==> src/verilog/camd_regs.vh <==
// Constants of the addressing-mode decoder: opcodes, prebytes, mode codes.
// Assumes inclusion by the decoder, its address unit and the port checker.
`ifndef CAMD_REGS_VH
`define CAMD_REGS_VH

// Prebyte opcodes
`define CAMD_PRE_NONE   8'h00
`define CAMD_PRE_SECOND 8'h90
`define CAMD_PRE_IND_Y  8'h91
`define CAMD_PRE_IND    8'h92

// Mask-level instructions
`define CAMD_OPC_MASK_RAISE 8'h9B
`define CAMD_OPC_MASK_CLEAR 8'h9A
`define CAMD_IMASK_HIGH     2'h3
`define CAMD_IMASK_LOW      2'h0
`define CAMD_IMASK_RESET    2'h3

// Opcode row codes (upper nibble)
`define CAMD_ROW_BTJ    4'h0
`define CAMD_ROW_BIT    4'h1
`define CAMD_ROW_REL    4'h2
`define CAMD_ROW_RMW_D  4'h3
`define CAMD_ROW_RMW_X  4'h6
`define CAMD_ROW_RMW_X0 4'h7
`define CAMD_ROW_IMM    4'hA
`define CAMD_ROW_DIR_S  4'hB
`define CAMD_ROW_DIR_L  4'hC
`define CAMD_ROW_IX_L   4'hD
`define CAMD_ROW_IX_S   4'hE
`define CAMD_ROW_IX0    4'hF

// Addressing variants, 17 plus illegal
`define CAMD_M_INH   5'h00
`define CAMD_M_IMM   5'h01
`define CAMD_M_DIR_S 5'h02
`define CAMD_M_DIR_L 5'h03
`define CAMD_M_IX0   5'h04
`define CAMD_M_IX_S  5'h05
`define CAMD_M_IX_L  5'h06
`define CAMD_M_IND_S 5'h07
`define CAMD_M_IND_L 5'h08
`define CAMD_M_IIX_S 5'h09
`define CAMD_M_IIX_L 5'h0A
`define CAMD_M_REL   5'h0B
`define CAMD_M_REL_I 5'h0C
`define CAMD_M_BIT   5'h0D
`define CAMD_M_BIT_I 5'h0E
`define CAMD_M_BTR   5'h0F
`define CAMD_M_BTR_I 5'h10
`define CAMD_M_ILL   5'h11

// Page zero upper byte
`define CAMD_PAGE0 8'h00

`endif

==> src/verilog/camd_ea_calc.v <==
// Effective address and branch target from the fetched instruction bytes.
// Assumes stable inputs from the decoder's registers; purely combinational.
`include "camd_regs.vh"

module camd_ea_calc (
    input  wire [4:0]  mode_i,
    input  wire [7:0]  idx_i,
    input  wire [15:0] arg_i,
    input  wire [15:0] ptr_i,
    input  wire [15:0] pc_end_i,
    output reg  [15:0] ea_o,
    output reg  [15:0] target_o
);

    wire [15:0] idx_w;
    reg  [7:0]  off;

    assign idx_w = {`CAMD_PAGE0, idx_i};

    // Signed relative offset selection and target
    always @* begin
        case (mode_i)
            `CAMD_M_REL_I: off = ptr_i[7:0];
            default:       off = arg_i[7:0];
        endcase
        target_o = pc_end_i + {{8{off[7]}}, off};
    end

    // Operand address per mode
    always @* begin
        case (mode_i)
            `CAMD_M_IMM:   ea_o = pc_end_i - 16'h0001;
            `CAMD_M_DIR_S: ea_o = {`CAMD_PAGE0, arg_i[7:0]};
            `CAMD_M_DIR_L: ea_o = arg_i;
            `CAMD_M_IX0:   ea_o = idx_w;
            `CAMD_M_IX_S:  ea_o = idx_w + {`CAMD_PAGE0, arg_i[7:0]};
            `CAMD_M_IX_L:  ea_o = idx_w + arg_i;
            `CAMD_M_IND_S: ea_o = {`CAMD_PAGE0, ptr_i[7:0]};
            `CAMD_M_IND_L: ea_o = ptr_i;
            `CAMD_M_IIX_S: ea_o = idx_w + {`CAMD_PAGE0, ptr_i[7:0]};
            `CAMD_M_IIX_L: ea_o = idx_w + ptr_i;
            `CAMD_M_BIT:   ea_o = {`CAMD_PAGE0, arg_i[7:0]};
            `CAMD_M_BTR:   ea_o = {`CAMD_PAGE0, arg_i[15:8]};
            `CAMD_M_BIT_I: ea_o = {`CAMD_PAGE0, ptr_i[7:0]};
            `CAMD_M_BTR_I: ea_o = {`CAMD_PAGE0, ptr_i[7:0]};
            `CAMD_M_REL:   ea_o = target_o;
            `CAMD_M_REL_I: ea_o = target_o;
            default:       ea_o = 16'h0000;
        endcase
    end

endmodule // camd_ea_calc

==> src/verilog/camd_decoder.v <==
// Addressing-mode decoder: fetches prebyte, opcode, operand and pointer
// bytes over the memory read port and reports address, length and target.
// Assumes a memory port that answers each read with a one-cycle ack.
`include "camd_regs.vh"

// Function
// - Seventeen addressing variants in seven groups.
// - Inherent instruction is one opcode byte.
// - Immediate is opcode plus operand byte.
// - Short non-indexed forms reach page zero only.
// - Long forms reach full 64K space.
// - Read-modify-write instructions take short forms only.
// - Short direct: one address byte follows.
// - Long direct: two address bytes follow.
// - Indexed address is index plus offset.
// - No-offset indexed: index alone is address.
// - Short indexed: byte offset, up to 1FE.
// - Long indexed: word offset, full space.
// - Indirect: pointer address follows, read pointer.
// - Short indirect: byte pointer, page zero.
// - Long indirect forms: word pointer, full space.
// - Indirect indexed: index plus fetched pointer.
// - Short indirect indexed spans up to 1FE.
// - Mask-raise instruction sets mask level three.
// - Mask-clear instruction sets mask level zero.
// - Relative adds signed byte to program counter.
// - Three prebytes select second register or indirect.
module camd_decoder (
    input  wire        sys_clk_i,
    input  wire        arst_n_i,
    input  wire        start_i,
    input  wire [15:0] program_counter_i,
    input  wire [7:0]  idx_first_i,
    input  wire [7:0]  idx_second_i,
    output wire        mem_rd_o,
    output reg  [15:0] mem_addr_o,
    input  wire        mem_ack_i,
    input  wire [7:0]  mem_rdata_i,
    output wire        busy_o,
    output reg         done_o,
    output reg         illegal_o,
    output reg  [4:0]  mode_o,
    output reg  [7:0]  opcode_o,
    output reg  [7:0]  prebyte_o,
    output reg         use_second_o,
    output reg  [2:0]  length_o,
    output reg  [15:0] ea_o,
    output reg  [15:0] target_o,
    output reg  [15:0] next_pc_o,
    output reg  [1:0]  imask_o
);

    localparam [2:0] S_IDLE = 3'h0;
    localparam [2:0] S_OPC  = 3'h1;
    localparam [2:0] S_ARG  = 3'h2;
    localparam [2:0] S_PTR  = 3'h3;
    localparam [2:0] S_DONE = 3'h4;

    reg  [2:0]  state_q;
    reg  [7:0]  pre_q;
    reg  [7:0]  opc_q;
    reg  [4:0]  mode_q;
    reg  [1:0]  cnt_q;
    reg  [15:0] arg_q;
    reg  [15:0] ptr_q;
    reg  [15:0] pc_q;
    reg  [15:0] start_pc_q;
    reg  [7:0]  x_q;
    reg  [7:0]  y_q;
    wire [4:0]  dec_mode;
    wire [15:0] calc_ea;
    wire [15:0] calc_target;
    wire [7:0]  idx_sel;
    wire        sel_second;
    wire [15:0] arg_next;
    wire [7:0]  ptr_addr;
    wire [15:0] len_w;

    // Prebyte recognition
    function is_prebyte;
        input [7:0] b;
        begin
            is_prebyte = (b == `CAMD_PRE_SECOND) || (b == `CAMD_PRE_IND_Y)
                      || (b == `CAMD_PRE_IND);
        end
    endfunction

    // Mode from prebyte and opcode row
    function [4:0] decode_mode;
        input [7:0] pre;
        input [7:0] opc;
        reg         ind;
        reg         ind_y;
        begin
            ind   = (pre == `CAMD_PRE_IND);
            ind_y = (pre == `CAMD_PRE_IND_Y);
            decode_mode = `CAMD_M_ILL;
            case (opc[7:4])
                `CAMD_ROW_BTJ:   decode_mode = ind ? `CAMD_M_BTR_I : `CAMD_M_BTR;
                `CAMD_ROW_BIT:   decode_mode = ind ? `CAMD_M_BIT_I : `CAMD_M_BIT;
                `CAMD_ROW_REL:   decode_mode = ind ? `CAMD_M_REL_I : `CAMD_M_REL;
                // Read-modify-write rows have no long form
                `CAMD_ROW_RMW_D: decode_mode = ind ? `CAMD_M_IND_S : `CAMD_M_DIR_S;
                `CAMD_ROW_RMW_X: decode_mode = (ind || ind_y) ? `CAMD_M_IIX_S
                                                              : `CAMD_M_IX_S;
                `CAMD_ROW_RMW_X0: decode_mode = `CAMD_M_IX0;
                `CAMD_ROW_IMM:   decode_mode = `CAMD_M_IMM;
                `CAMD_ROW_DIR_S: decode_mode = ind ? `CAMD_M_IND_S : `CAMD_M_DIR_S;
                `CAMD_ROW_DIR_L: decode_mode = ind ? `CAMD_M_IND_L : `CAMD_M_DIR_L;
                `CAMD_ROW_IX_L:  decode_mode = (ind || ind_y) ? `CAMD_M_IIX_L
                                                              : `CAMD_M_IX_L;
                `CAMD_ROW_IX_S:  decode_mode = (ind || ind_y) ? `CAMD_M_IIX_S
                                                              : `CAMD_M_IX_S;
                `CAMD_ROW_IX0:   decode_mode = `CAMD_M_IX0;
                default:         decode_mode = `CAMD_M_INH;
            endcase
            // Prebyte legality
            if (ind_y && !((opc[7:4] == `CAMD_ROW_RMW_X) || (opc[7:4] == `CAMD_ROW_IX_L)
                || (opc[7:4] == `CAMD_ROW_IX_S))) begin
                decode_mode = `CAMD_M_ILL;
            end
            if (ind && ((decode_mode == `CAMD_M_INH) || (decode_mode == `CAMD_M_IMM)
                || (decode_mode == `CAMD_M_IX0))) begin
                decode_mode = `CAMD_M_ILL;
            end
        end
    endfunction

    // Operand bytes after the opcode
    function [1:0] arg_count;
        input [4:0] m;
        begin
            case (m)
                `CAMD_M_INH:   arg_count = 2'd0;
                `CAMD_M_IX0:   arg_count = 2'd0;
                `CAMD_M_ILL:   arg_count = 2'd0;
                `CAMD_M_DIR_L: arg_count = 2'd2;
                `CAMD_M_IX_L:  arg_count = 2'd2;
                `CAMD_M_BTR:   arg_count = 2'd2;
                `CAMD_M_BTR_I: arg_count = 2'd2;
                default:       arg_count = 2'd1;
            endcase
        end
    endfunction

    // Pointer bytes read from memory
    function [1:0] ptr_count;
        input [4:0] m;
        begin
            case (m)
                `CAMD_M_IND_S: ptr_count = 2'd1;
                `CAMD_M_IIX_S: ptr_count = 2'd1;
                `CAMD_M_REL_I: ptr_count = 2'd1;
                `CAMD_M_BIT_I: ptr_count = 2'd1;
                `CAMD_M_BTR_I: ptr_count = 2'd1;
                `CAMD_M_IND_L: ptr_count = 2'd2;
                `CAMD_M_IIX_L: ptr_count = 2'd2;
                default:       ptr_count = 2'd0;
            endcase
        end
    endfunction

    assign dec_mode   = decode_mode(pre_q, mem_rdata_i);
    assign arg_next   = {arg_q[7:0], mem_rdata_i};
    // Bit-test indirect carries its pointer address in the first byte
    assign ptr_addr   = (arg_count(mode_q) == 2'd2) ? arg_q[7:0] : mem_rdata_i;
    assign sel_second = (pre_q == `CAMD_PRE_SECOND) || (pre_q == `CAMD_PRE_IND_Y);
    assign idx_sel    = sel_second ? y_q : x_q;
    assign len_w      = pc_q - start_pc_q;

    // Handshake outputs
    assign mem_rd_o = (state_q == S_OPC) || (state_q == S_ARG) || (state_q == S_PTR);
    assign busy_o   = (state_q != S_IDLE);

    camd_ea_calc u_calc (
        .mode_i   (mode_q),
        .idx_i    (idx_sel),
        .arg_i    (arg_q),
        .ptr_i    (ptr_q),
        .pc_end_i (pc_q),
        .ea_o     (calc_ea),
        .target_o (calc_target)
    );

    // Fetch sequencer
    always @(posedge sys_clk_i or negedge arst_n_i) begin
        if (!arst_n_i) begin
            state_q    <= S_IDLE;
            pre_q      <= `CAMD_PRE_NONE;
            opc_q      <= 8'h00;
            mode_q     <= `CAMD_M_INH;
            cnt_q      <= 2'd0;
            arg_q      <= 16'h0000;
            ptr_q      <= 16'h0000;
            pc_q       <= 16'h0000;
            start_pc_q <= 16'h0000;
            x_q        <= 8'h00;
            y_q        <= 8'h00;
            mem_addr_o <= 16'h0000;
        end else begin
            case (state_q)
                S_IDLE: begin
                    if (start_i) begin
                        pc_q       <= program_counter_i;
                        start_pc_q <= program_counter_i;
                        mem_addr_o <= program_counter_i;
                        x_q        <= idx_first_i;
                        y_q        <= idx_second_i;
                        pre_q      <= `CAMD_PRE_NONE;
                        arg_q      <= 16'h0000;
                        ptr_q      <= 16'h0000;
                        state_q    <= S_OPC;
                    end
                end
                S_OPC: begin
                    if (mem_ack_i) begin
                        pc_q       <= pc_q + 16'h0001;
                        mem_addr_o <= pc_q + 16'h0001;
                        cnt_q      <= 2'd0;
                        // Only one prebyte per instruction
                        if (is_prebyte(mem_rdata_i) && (pre_q == `CAMD_PRE_NONE)) begin
                            pre_q <= mem_rdata_i;
                        end else begin
                            opc_q  <= mem_rdata_i;
                            mode_q <= dec_mode;
                            if (arg_count(dec_mode) == 2'd0) begin
                                state_q <= S_DONE;
                            end else begin
                                state_q <= S_ARG;
                            end
                        end
                    end
                end
                S_ARG: begin
                    if (mem_ack_i) begin
                        arg_q <= arg_next;
                        pc_q  <= pc_q + 16'h0001;
                        cnt_q <= cnt_q + 2'd1;
                        if (cnt_q == arg_count(mode_q) - 2'd1) begin
                            cnt_q <= 2'd0;
                            if (ptr_count(mode_q) != 2'd0) begin
                                mem_addr_o <= {`CAMD_PAGE0, ptr_addr};
                                state_q    <= S_PTR;
                            end else begin
                                state_q <= S_DONE;
                            end
                        end else begin
                            mem_addr_o <= pc_q + 16'h0001;
                        end
                    end
                end
                S_PTR: begin
                    if (mem_ack_i) begin
                        ptr_q      <= {ptr_q[7:0], mem_rdata_i};
                        mem_addr_o <= mem_addr_o + 16'h0001;
                        cnt_q      <= cnt_q + 2'd1;
                        if (cnt_q == ptr_count(mode_q) - 2'd1) begin
                            state_q <= S_DONE;
                        end
                    end
                end
                S_DONE: begin
                    state_q <= S_IDLE;
                end
                default: begin
                    state_q <= S_IDLE;
                end
            endcase
        end
    end

    // Result registers and completion pulse
    always @(posedge sys_clk_i or negedge arst_n_i) begin
        if (!arst_n_i) begin
            done_o       <= 1'b0;
            illegal_o    <= 1'b0;
            mode_o       <= `CAMD_M_INH;
            opcode_o     <= 8'h00;
            prebyte_o    <= `CAMD_PRE_NONE;
            use_second_o <= 1'b0;
            length_o     <= 3'd0;
            ea_o         <= 16'h0000;
            target_o     <= 16'h0000;
            next_pc_o    <= 16'h0000;
        end else begin
            done_o <= (state_q == S_DONE);
            if (state_q == S_DONE) begin
                illegal_o    <= (mode_q == `CAMD_M_ILL);
                mode_o       <= mode_q;
                opcode_o     <= opc_q;
                prebyte_o    <= pre_q;
                use_second_o <= sel_second;
                length_o     <= len_w[2:0];
                ea_o         <= calc_ea;
                target_o     <= calc_target;
                next_pc_o    <= pc_q;
            end
        end
    end

    // Interrupt mask level from inherent mask instructions
    always @(posedge sys_clk_i or negedge arst_n_i) begin
        if (!arst_n_i) begin
            imask_o <= `CAMD_IMASK_RESET;
        end else if ((state_q == S_DONE) && (mode_q == `CAMD_M_INH)
                     && (pre_q == `CAMD_PRE_NONE)) begin
            if (opc_q == `CAMD_OPC_MASK_RAISE) begin
                imask_o <= `CAMD_IMASK_HIGH;
            end else if (opc_q == `CAMD_OPC_MASK_CLEAR) begin
                imask_o <= `CAMD_IMASK_LOW;
            end
        end
    end

endmodule // camd_decoder

==> config.mk <==
export PLATFORM = sky130hd
export DESIGN_NAME = camd_decoder
export DESIGN_NICKNAME = d
export VERILOG_FILES = /design/src/verilog/camd_ea_calc.v /design/src/verilog/camd_decoder.v
export VERILOG_INCLUDE_DIRS = /design/src /design/src/verilog
export SDC_FILE = /design/constraint.sdc
export NUM_CORES = 1
export LEC_CHECK = 0
export ABC_AREA = 1
export BUFFER_PORTS_ARGS = -buffer_cell sky130_fd_sc_hd__buf_2
export CORE_MARGIN = 3
export CORE_UTILIZATION = 35
export DETAILED_ROUTE_END_ITERATION = 10
export PLACE_DENSITY = 0.59
export SLEW_MARGIN = 40
export SYNTH_ARGS = -nofsm -noshare
export SYNTH_HDL_FRONTEND = slang
export SYNTH_HIERARCHICAL = 1
export SYNTH_SLANG_ARGS = --single-unit
==> constraint.sdc <==
create_clock -name sys_clk_i -period 4.9 [get_ports sys_clk_i]
set_clock_uncertainty 0.05 [all_clocks]
set_input_delay 0.245 -clock sys_clk_i [delete_from_list [all_inputs] [get_ports sys_clk_i]]
set_output_delay 0.245 -clock sys_clk_i [all_outputs]
set_load 0.01 [all_outputs]
==> metrics.md, run 1 <==
| Metric | Value |
|---|---|
| Met3 wire len | `1.99 mm` |
| PwrDens | `between 600 and 700 mW/mm²` |
| Pin count of the biggest net entering global routing | `120` |
| Final hold violation count | `0` |
| Period Utilization, post-route | `0.763` |
| Drt pass-1 iters | `6` |
| Arrival time worst endpoint | `approximately 4 ns` |
| Slowest stage delay, CP | `between 0.5 and 0.6 ns` |
| Top Layer Used | `met4` |
| EDFF count, synth | `0` |
| Area grow syn2layout | `15.5%` |
| Antenna cells | `0` |
| CP Capture Type | `flip-flop` |
| Syn Area/Cell | `around 7 µm²` |
| Metal2 WL | `between 15 and 20 mm` |
| Post-route ant nets | `0` |
| Slowest stage cell, crit path | `nand3_2` |
| Clock Tree Buf Depth | `2` |
| Initial Util | `0.357` |
| Vias in the first global route | `~12,000` |
| Asr flop ratio synth | `1.00` |
| Nets | `2,027` |
| Yosys top cell area share | `0.371` |
| Most used DFF post-synth | `dfrtp_1` |
| H-Tree Level Count | `4` |
| Via-per-instance ratio | `~5.0` |
| Top delay family on crit path | `simple AND/OR/NAND/NOR gates` |
| Core box area | `approximately 0.035 mm²` |
| Synthesized cell area | `0.0124 mm²` |
| Netlist cell types | `a little over 60` |
| Std cell rows | `68` |
| Dpl hpwl | `roughly 30 mm` |
| Slew Limit Fails | `0` |
| WHS | `roughly 0.050 ns` |
| RSZ-0062 raised after global routing | `no` |
| Initial drt markers | `between 800 and 900` |
| Root buffer cell | `clkbuf_16` |
| Fmax | `roughly 270 MHz` |
| CTS tree | `yes` |
| Per-cell routed wire length | `16.6 µm` |
| First-pass GRT wire length | `~65 mm` |
| Ratio of cells with drive above 1 in the final layout | `0.127` |
| Die Y | `194 µm` |
| Max-slew headroom | `0.507` |
| Critical path class | `reg2reg` |
| Multi-input logic area | `~0.0066 mm²` |
| Status | `completed` |
| TritonCTS Sinks | `~190` |
| Crit path time final | `3.74 ns` |
| Hold_buf cts | `18` |
| Clock-pin slew on the worst setup and hold paths | `roughly 0.08 ns` |
| Metal-1 WL | `about 19 mm` |
| CTS buffer count | `17` |
| Syn nets | `around 1,900` |
| Post-DP Area | `0.0135 mm²` |
| Ports | `between 100 and 150` |
| Reg2Reg Setup Slack | `~1.2 ns` |
| Gp weighted congestion | `between 0.9 and 1` |
| I/O Buffers | `138` |
| Synthesis warning total | `6` |
| WP data required | `5.21 ns` |
| Fillers | `between 3,000 and 4,000` |
| Register area | `roughly 0.0046 mm²` |
| Initial antenna violation count | `0` |
| GRT Total Usage | `0.213` |
| CP max FO | `25` |
| Dominant cell type by area after synthesis | `dfrtp_1` |
| Full die area | `0.0377 mm²` |
| DRC Markers | `0` |
| Skew-Pair Late Insertion Delay | `between 0.4 and 0.5 ns` |
| Tightest Hold Check Type | `in2reg` |
| Die Wd | `slightly below 200 µm` |
| Max Cap Violations | `0` |
| Synthesized instance count | `1,809` |
| Final wirelength | `approximately 40 mm` |
| Via count | `approximately 12,000` |
| Post_cts resized | `0` |
| Buf/Inv on CP | `1` |
| GRT overflow | `0` |
| Final setup viols | `0` |
| Most numerous cell on the critical path | `nand2_1` |
| Worst setup SP type | `flip-flop` |
| Fin Setup TNS | `0 ns` |
| Cell area after layout | `approximately 0.014 mm²` |
| Least-Margin Pin Slew | `about 0.74 ns` |
| Max VDD drop | `281 µV` |
| P_leak | `~7.4 nW` |
| Crit-path cells | `inv_1, nor2_2, nand3_2, nand2_1, o21ai_0, ha_1, fa_1, nand2_1, nand2_1, a21o_1, or2_2, nand3_1, nand4_1, or2_1, nand2_1, nand2_1` |
| Setup Buffers After CTS | `0` |
| Synth top area cells | `dfrtp_1 (37%), nand2_1 (17%), o21ai_0 (8.0%)` |
| Synth Register Bits | `185` |
| Seq/Total Area, Yosys | `0.373` |
==> metrics by stage <==
stage               power, mW  setup WS (ns)  utilization  cells
floorplan                6.15           1.81            -   1809
CTS                      9.35           1.19        0.412   2409
finish                   9.32           1.16        0.412   2409
global placement         7.78           1.31        0.389   2359
detailed placement       7.84           1.20        0.390   2359
global route             10.2          0.755        0.412   2409
==> placed cells by master (no fill, tap or decap), drive strengths merged, types with 2 or more instances in the layout <==
cell type,count
a211oi,4
a21boi,2
a21o,2
a21oi,68
a221oi,2
a22o,3
a31oi,7
and2,11
and3,2
buf,146
clkbuf,18
clkinv,8
dfrtp,184
dlygate4sd3,18
fa,4
ha,38
inv,249
nand2,581
nand3,156
nand3b,8
nand4,25
nor2,124
nor3,11
nor3b,3
nor4,2
o211ai,10
o21a,2
o21ai,207
o21bai,9
o22ai,6
o311ai,2
or2,11
xnor2,6
xor2,14
==> registers in the layout, indices dropped and copies added (netlist names), 16 cells and up <==
register	flops
ea_o	16
arg_q	16
ptr_q	16
next_pc_o	16
mem_addr_o	16
pc_q	16
target_o	16
==> power breakdown <==
group / switching, mW / internal, mW
Clock: 0.722 / 0.733
Sequential: 0.611 / 2.12
Combinational: 3.45 / 1.68
Total: 4.79 / 4.53
==> cell usage after synthesis (10+ instances only) <==
library cell and count:
nor2_1 116, dfrtp_1 184, nand3_1 149, inv_2 15, o21ai_0 199, nand2_2 11
clkbuf_1 38, inv_1 224, o211ai_1 10, nand4_1 24, xor2_1 14, nand2_1 567
a21oi_1 65, and2_1 11, ha_1 38
==> routing by layer <==
layer	vias up	track usage
met5	-	0
met4	0	0.0551
met3	46	0.0254
met2	322	0.346
met1	5646	0.303
li1	6114	-
==> worst paths after layout <==
check                                     startpoint            to  cells past startpoint
min in group asynchronous                   arst_n_i       ea_o[3]                      2
worst min-delay path            program_counter_i[8]       pc_q[8]                      3
worst max register to register             mode_q[1]       ea_o[4]                     16
worst min register to register          target_o[12]  target_o[12]                      2
max in group asynchronous                   arst_n_i     arg_q[12]                      3
worst max-delay path                       mode_q[1]       ea_o[4]                     16
==> tightest hold or removal path, stage by stage <==
cell and delay (ns):
buf_2 0.10, o211ai_1 0.09, o21ai_0 0.08
==> layout make-up <==
cell class                 count  area share
multi-input combinational   1329       0.463
clock buffer                  17      0.0297
inverter                     243      0.0644
clock inverter                15      0.0125
tap                          455      0.0398
sequential                   185       0.323
timing repair buffer         165      0.0669
==> cell families after synthesis <==
group	after synthesis	synth area share
adder cells (fa/ha/maj)	42	0.0448
multiplexers	1	0.000908
AND/OR/NAND/NOR	935	0.327
flip-flops	185	0.373
XOR/XNOR	20	0.0141
buffers and inverters	295	0.0923
AO/OA/AOI/OAI	331	0.148
Note: power is estimated with default switching activity, not from simulation.
==> inputs of run 2 (changes only) <==
--- a/config.mk
+++ b/config.mk
@@ -11,7 +11,7 @@
 export CORE_MARGIN = 3
 export CORE_UTILIZATION = 35
 export DETAILED_ROUTE_END_ITERATION = 10
-export PLACE_DENSITY = 0.59
+export PLACE_DENSITY = 0.61
 export SLEW_MARGIN = 40
 export SYNTH_ARGS = -nofsm -noshare
 export SYNTH_HDL_FRONTEND = slang
==> constraint.sdc (replaced) <==
create_clock -name sys_clk_i -period 3 [get_ports sys_clk_i]
set_clock_uncertainty 0.05 [all_clocks]
set_input_delay 0.15 -clock sys_clk_i [delete_from_list [all_inputs] [get_ports sys_clk_i]]
set_output_delay 0.15 -clock sys_clk_i [all_outputs]
set_load 0.01 [all_outputs]
==> metrics.md, run 2 (same netlist as run 1, synthesis figures left out) <==
| Metric | Value |
|---|---|
| Status | `completed` |
| GRT overflow | `0` |
| Commonest non-fill, non-tap cell in the layout | `nand2_1` |
| PwrDens | `between 1000 and 1500 mW/mm²` |
| Crit path time final | `roughly 2.9 ns` |
| Die Wd | `just under 200 µm` |
| I/O Buffers | `about 140` |
| Max-slew headroom | `0.498` |
| Via count | `between 10,000 and 15,000` |
| Final setup viols | `0` |
| Final wirelength | `a little over 40 mm` |
| Std cell rows | `between 60 and 70` |
| WHS | `roughly 0.019 ns` |
| Cell area after layout | `0.0151 mm²` |
| Met3 Resource Use GR | `0.0309` |
| Worst setup SP type | `flip-flop` |
| Initial drt markers | `843` |
| Initial Util | `0.357` |
| DRC Markers | `0` |
| Met1 Use GR | `0.297` |
| PnR worst setup slack | `~0.15 ns` |
| TritonCTS Sinks | `around 190` |
| Least-Margin Pin Slew | `around 0.75 ns` |
| Ports | `between 100 and 150` |
| WP data required | `roughly 3.3 ns` |
| Die Y | `just under 200 µm` |
| Antenna cells | `0` |
| Dpl hpwl | `31.6 mm` |
| Initial antenna violation count | `0` |
| CTS tree | `yes` |
| Post-route ant nets | `0` |
| Per-cell routed wire length | `between 15 and 20 µm` |
| Root buffer cell | `clkbuf_16` |
| Gr busiest metal | `met2` |
| Total Power | `about 16 mW` |
| First-pass GRT wire length | `65.2 mm` |
| Max Cap Violations | `0` |
| Max VDD drop | `between 400 and 500 µV` |
| Skew-Pair Late Insertion Delay | `0.46 ns` |
| Dpl cells | `2,414` |
| Fmax | `350 MHz` |
| Pre-CTS WS | `-0.0798 ns` |
| Clock Tree Buf Depth | `2` |
| Vias in the first global route | `~12,000` |
| CTS buffer count | `17` |
| GRT Total Usage | `0.214` |
| Ratio of cells with drive above 1 in the final layout | `0.176` |
| Final hold violation count | `0` |
| Most frequent cells in the layout | `nand2_1 (554), inv_1 (218), dfrtp_1 (181), o21ai_0 (180), nand3_1 (144)` |
| Slew Limit Fails | `0` |
| Arrival time worst endpoint | `3.19 ns` |
| Clock-pin slew on the worst setup and hold paths | `approximately 0.080 ns` |
| CP max FO | `8` |
| GR met2 Demand/Resource | `0.352` |
| Gp weighted congestion | `approximately 0.94` |
| H-Tree Level Count | `4` |
| Pin count of the biggest net entering global routing | `64` |
| Period Utilization, post-route | `0.952` |
| Via-per-instance ratio | `5.02` |
| Critical path class | `reg2reg` |
| Tightest Hold Check Type | `in2reg` |
| Core box area | `0.0347 mm²` |
| Final cell count without fillers | `between 2,000 and 2,500` |
| Full die area | `0.0377 mm²` |
| Nets | `2,111` |
| Drt pass-1 iters | `5` |
| Post-DP Area | `0.0139 mm²` |
| P_leak | `between 7 and 8 nW` |
| CP Capture Type | `flip-flop` |
| Area grow syn2layout | `22.1%` |
run 2: cell count changes in the layout (fill, tap and decap cells not counted), sizes merged:
cell / delta
bufinv: -1
clkbuf: +3
clkinvlp: +1
buf: +69
inv: -2
dlygate4sd3: +14
run 2: routing by layer:
| layer | vias up | part of all wire |
|---|---|---|
| met4 | 0 | 0.019 |
| met3 | 52 | 0.045 |
| met2 | 345 | 0.47 |
| li1 | 6302 | - |
| met1 | 5825 | 0.47 |
| met5 | - | 0 |
run 2: layout make-up:
type                            count  area, µm²
Fill cell                        3620      19600
Inverter                          243        918
Sequential cell                   185       4630
Clock buffer                       19        443
Clock inverter                     13        135
Timing Repair Buffer              249       1650
Tap cell                          455        569
Multi-Input combinational cell   1329       6790
run 2: power by group:
group	leakage [nW]	internal, mW	switching (mW)	total (mW)
Sequential	2.39	3.47	0.980	4.45
Combinational	5.08	3.28	5.87	9.15
Clock	0.280	1.13	1.16	2.29
Total	7.75	7.88	8.00	15.9
run 2: metrics by stage:
stage	utilization	setup TNS, ns
3_3_place_gp	0.402	-0.0355
6_report	0.436	0
5_1_grt	0.436	-0.198
3_5_place_dp	0.402	-0.122
2_1_floorplan	-	-0.00439
4_1_cts	0.428	0
run 2: worst paths after layout:
path,cells after the start,endpoint,slack (ns),startpoint
max reg2reg,17,ea_o[12],0.15,mode_q[2]
min reg2reg,2,ea_o[0],0.42,ea_o[0]
min,5,mem_addr_o[13],0.02,program_counter_i[13]
min in group asynchronous,2,ea_o[1],0.20,arst_n_i
max in group asynchronous,3,imask_o[0],1.87,arst_n_i
max,17,ea_o[12],0.15,mode_q[2]
run 2: what timing repair did:
item	CTS	global route
gates resized for setup	9	62
hold endpoints to repair	100	0
pin swaps	2	20
setup buffers	0	15
hold buffers	32	0
endpoints found under the setup margin	8	19
run 2: critical path: stages, from the launching register on:
cell and delay (ns):
dfrtp_1 0.45, buf_6 0.15, nor2_4 0.11, nand3_4 0.10, buf_12 0.15, o21ai_0 0.29, ha_1 0.34, inv_1 0.10
o21bai_1 0.11, a21boi_0 0.18, nand2_1 0.13, nand2_2 0.11, inv_1 0.08, a21oi_1 0.12, o21ai_0 0.10, nand2_1 0.07
nand2_1 0.05, nand2_1 0.08
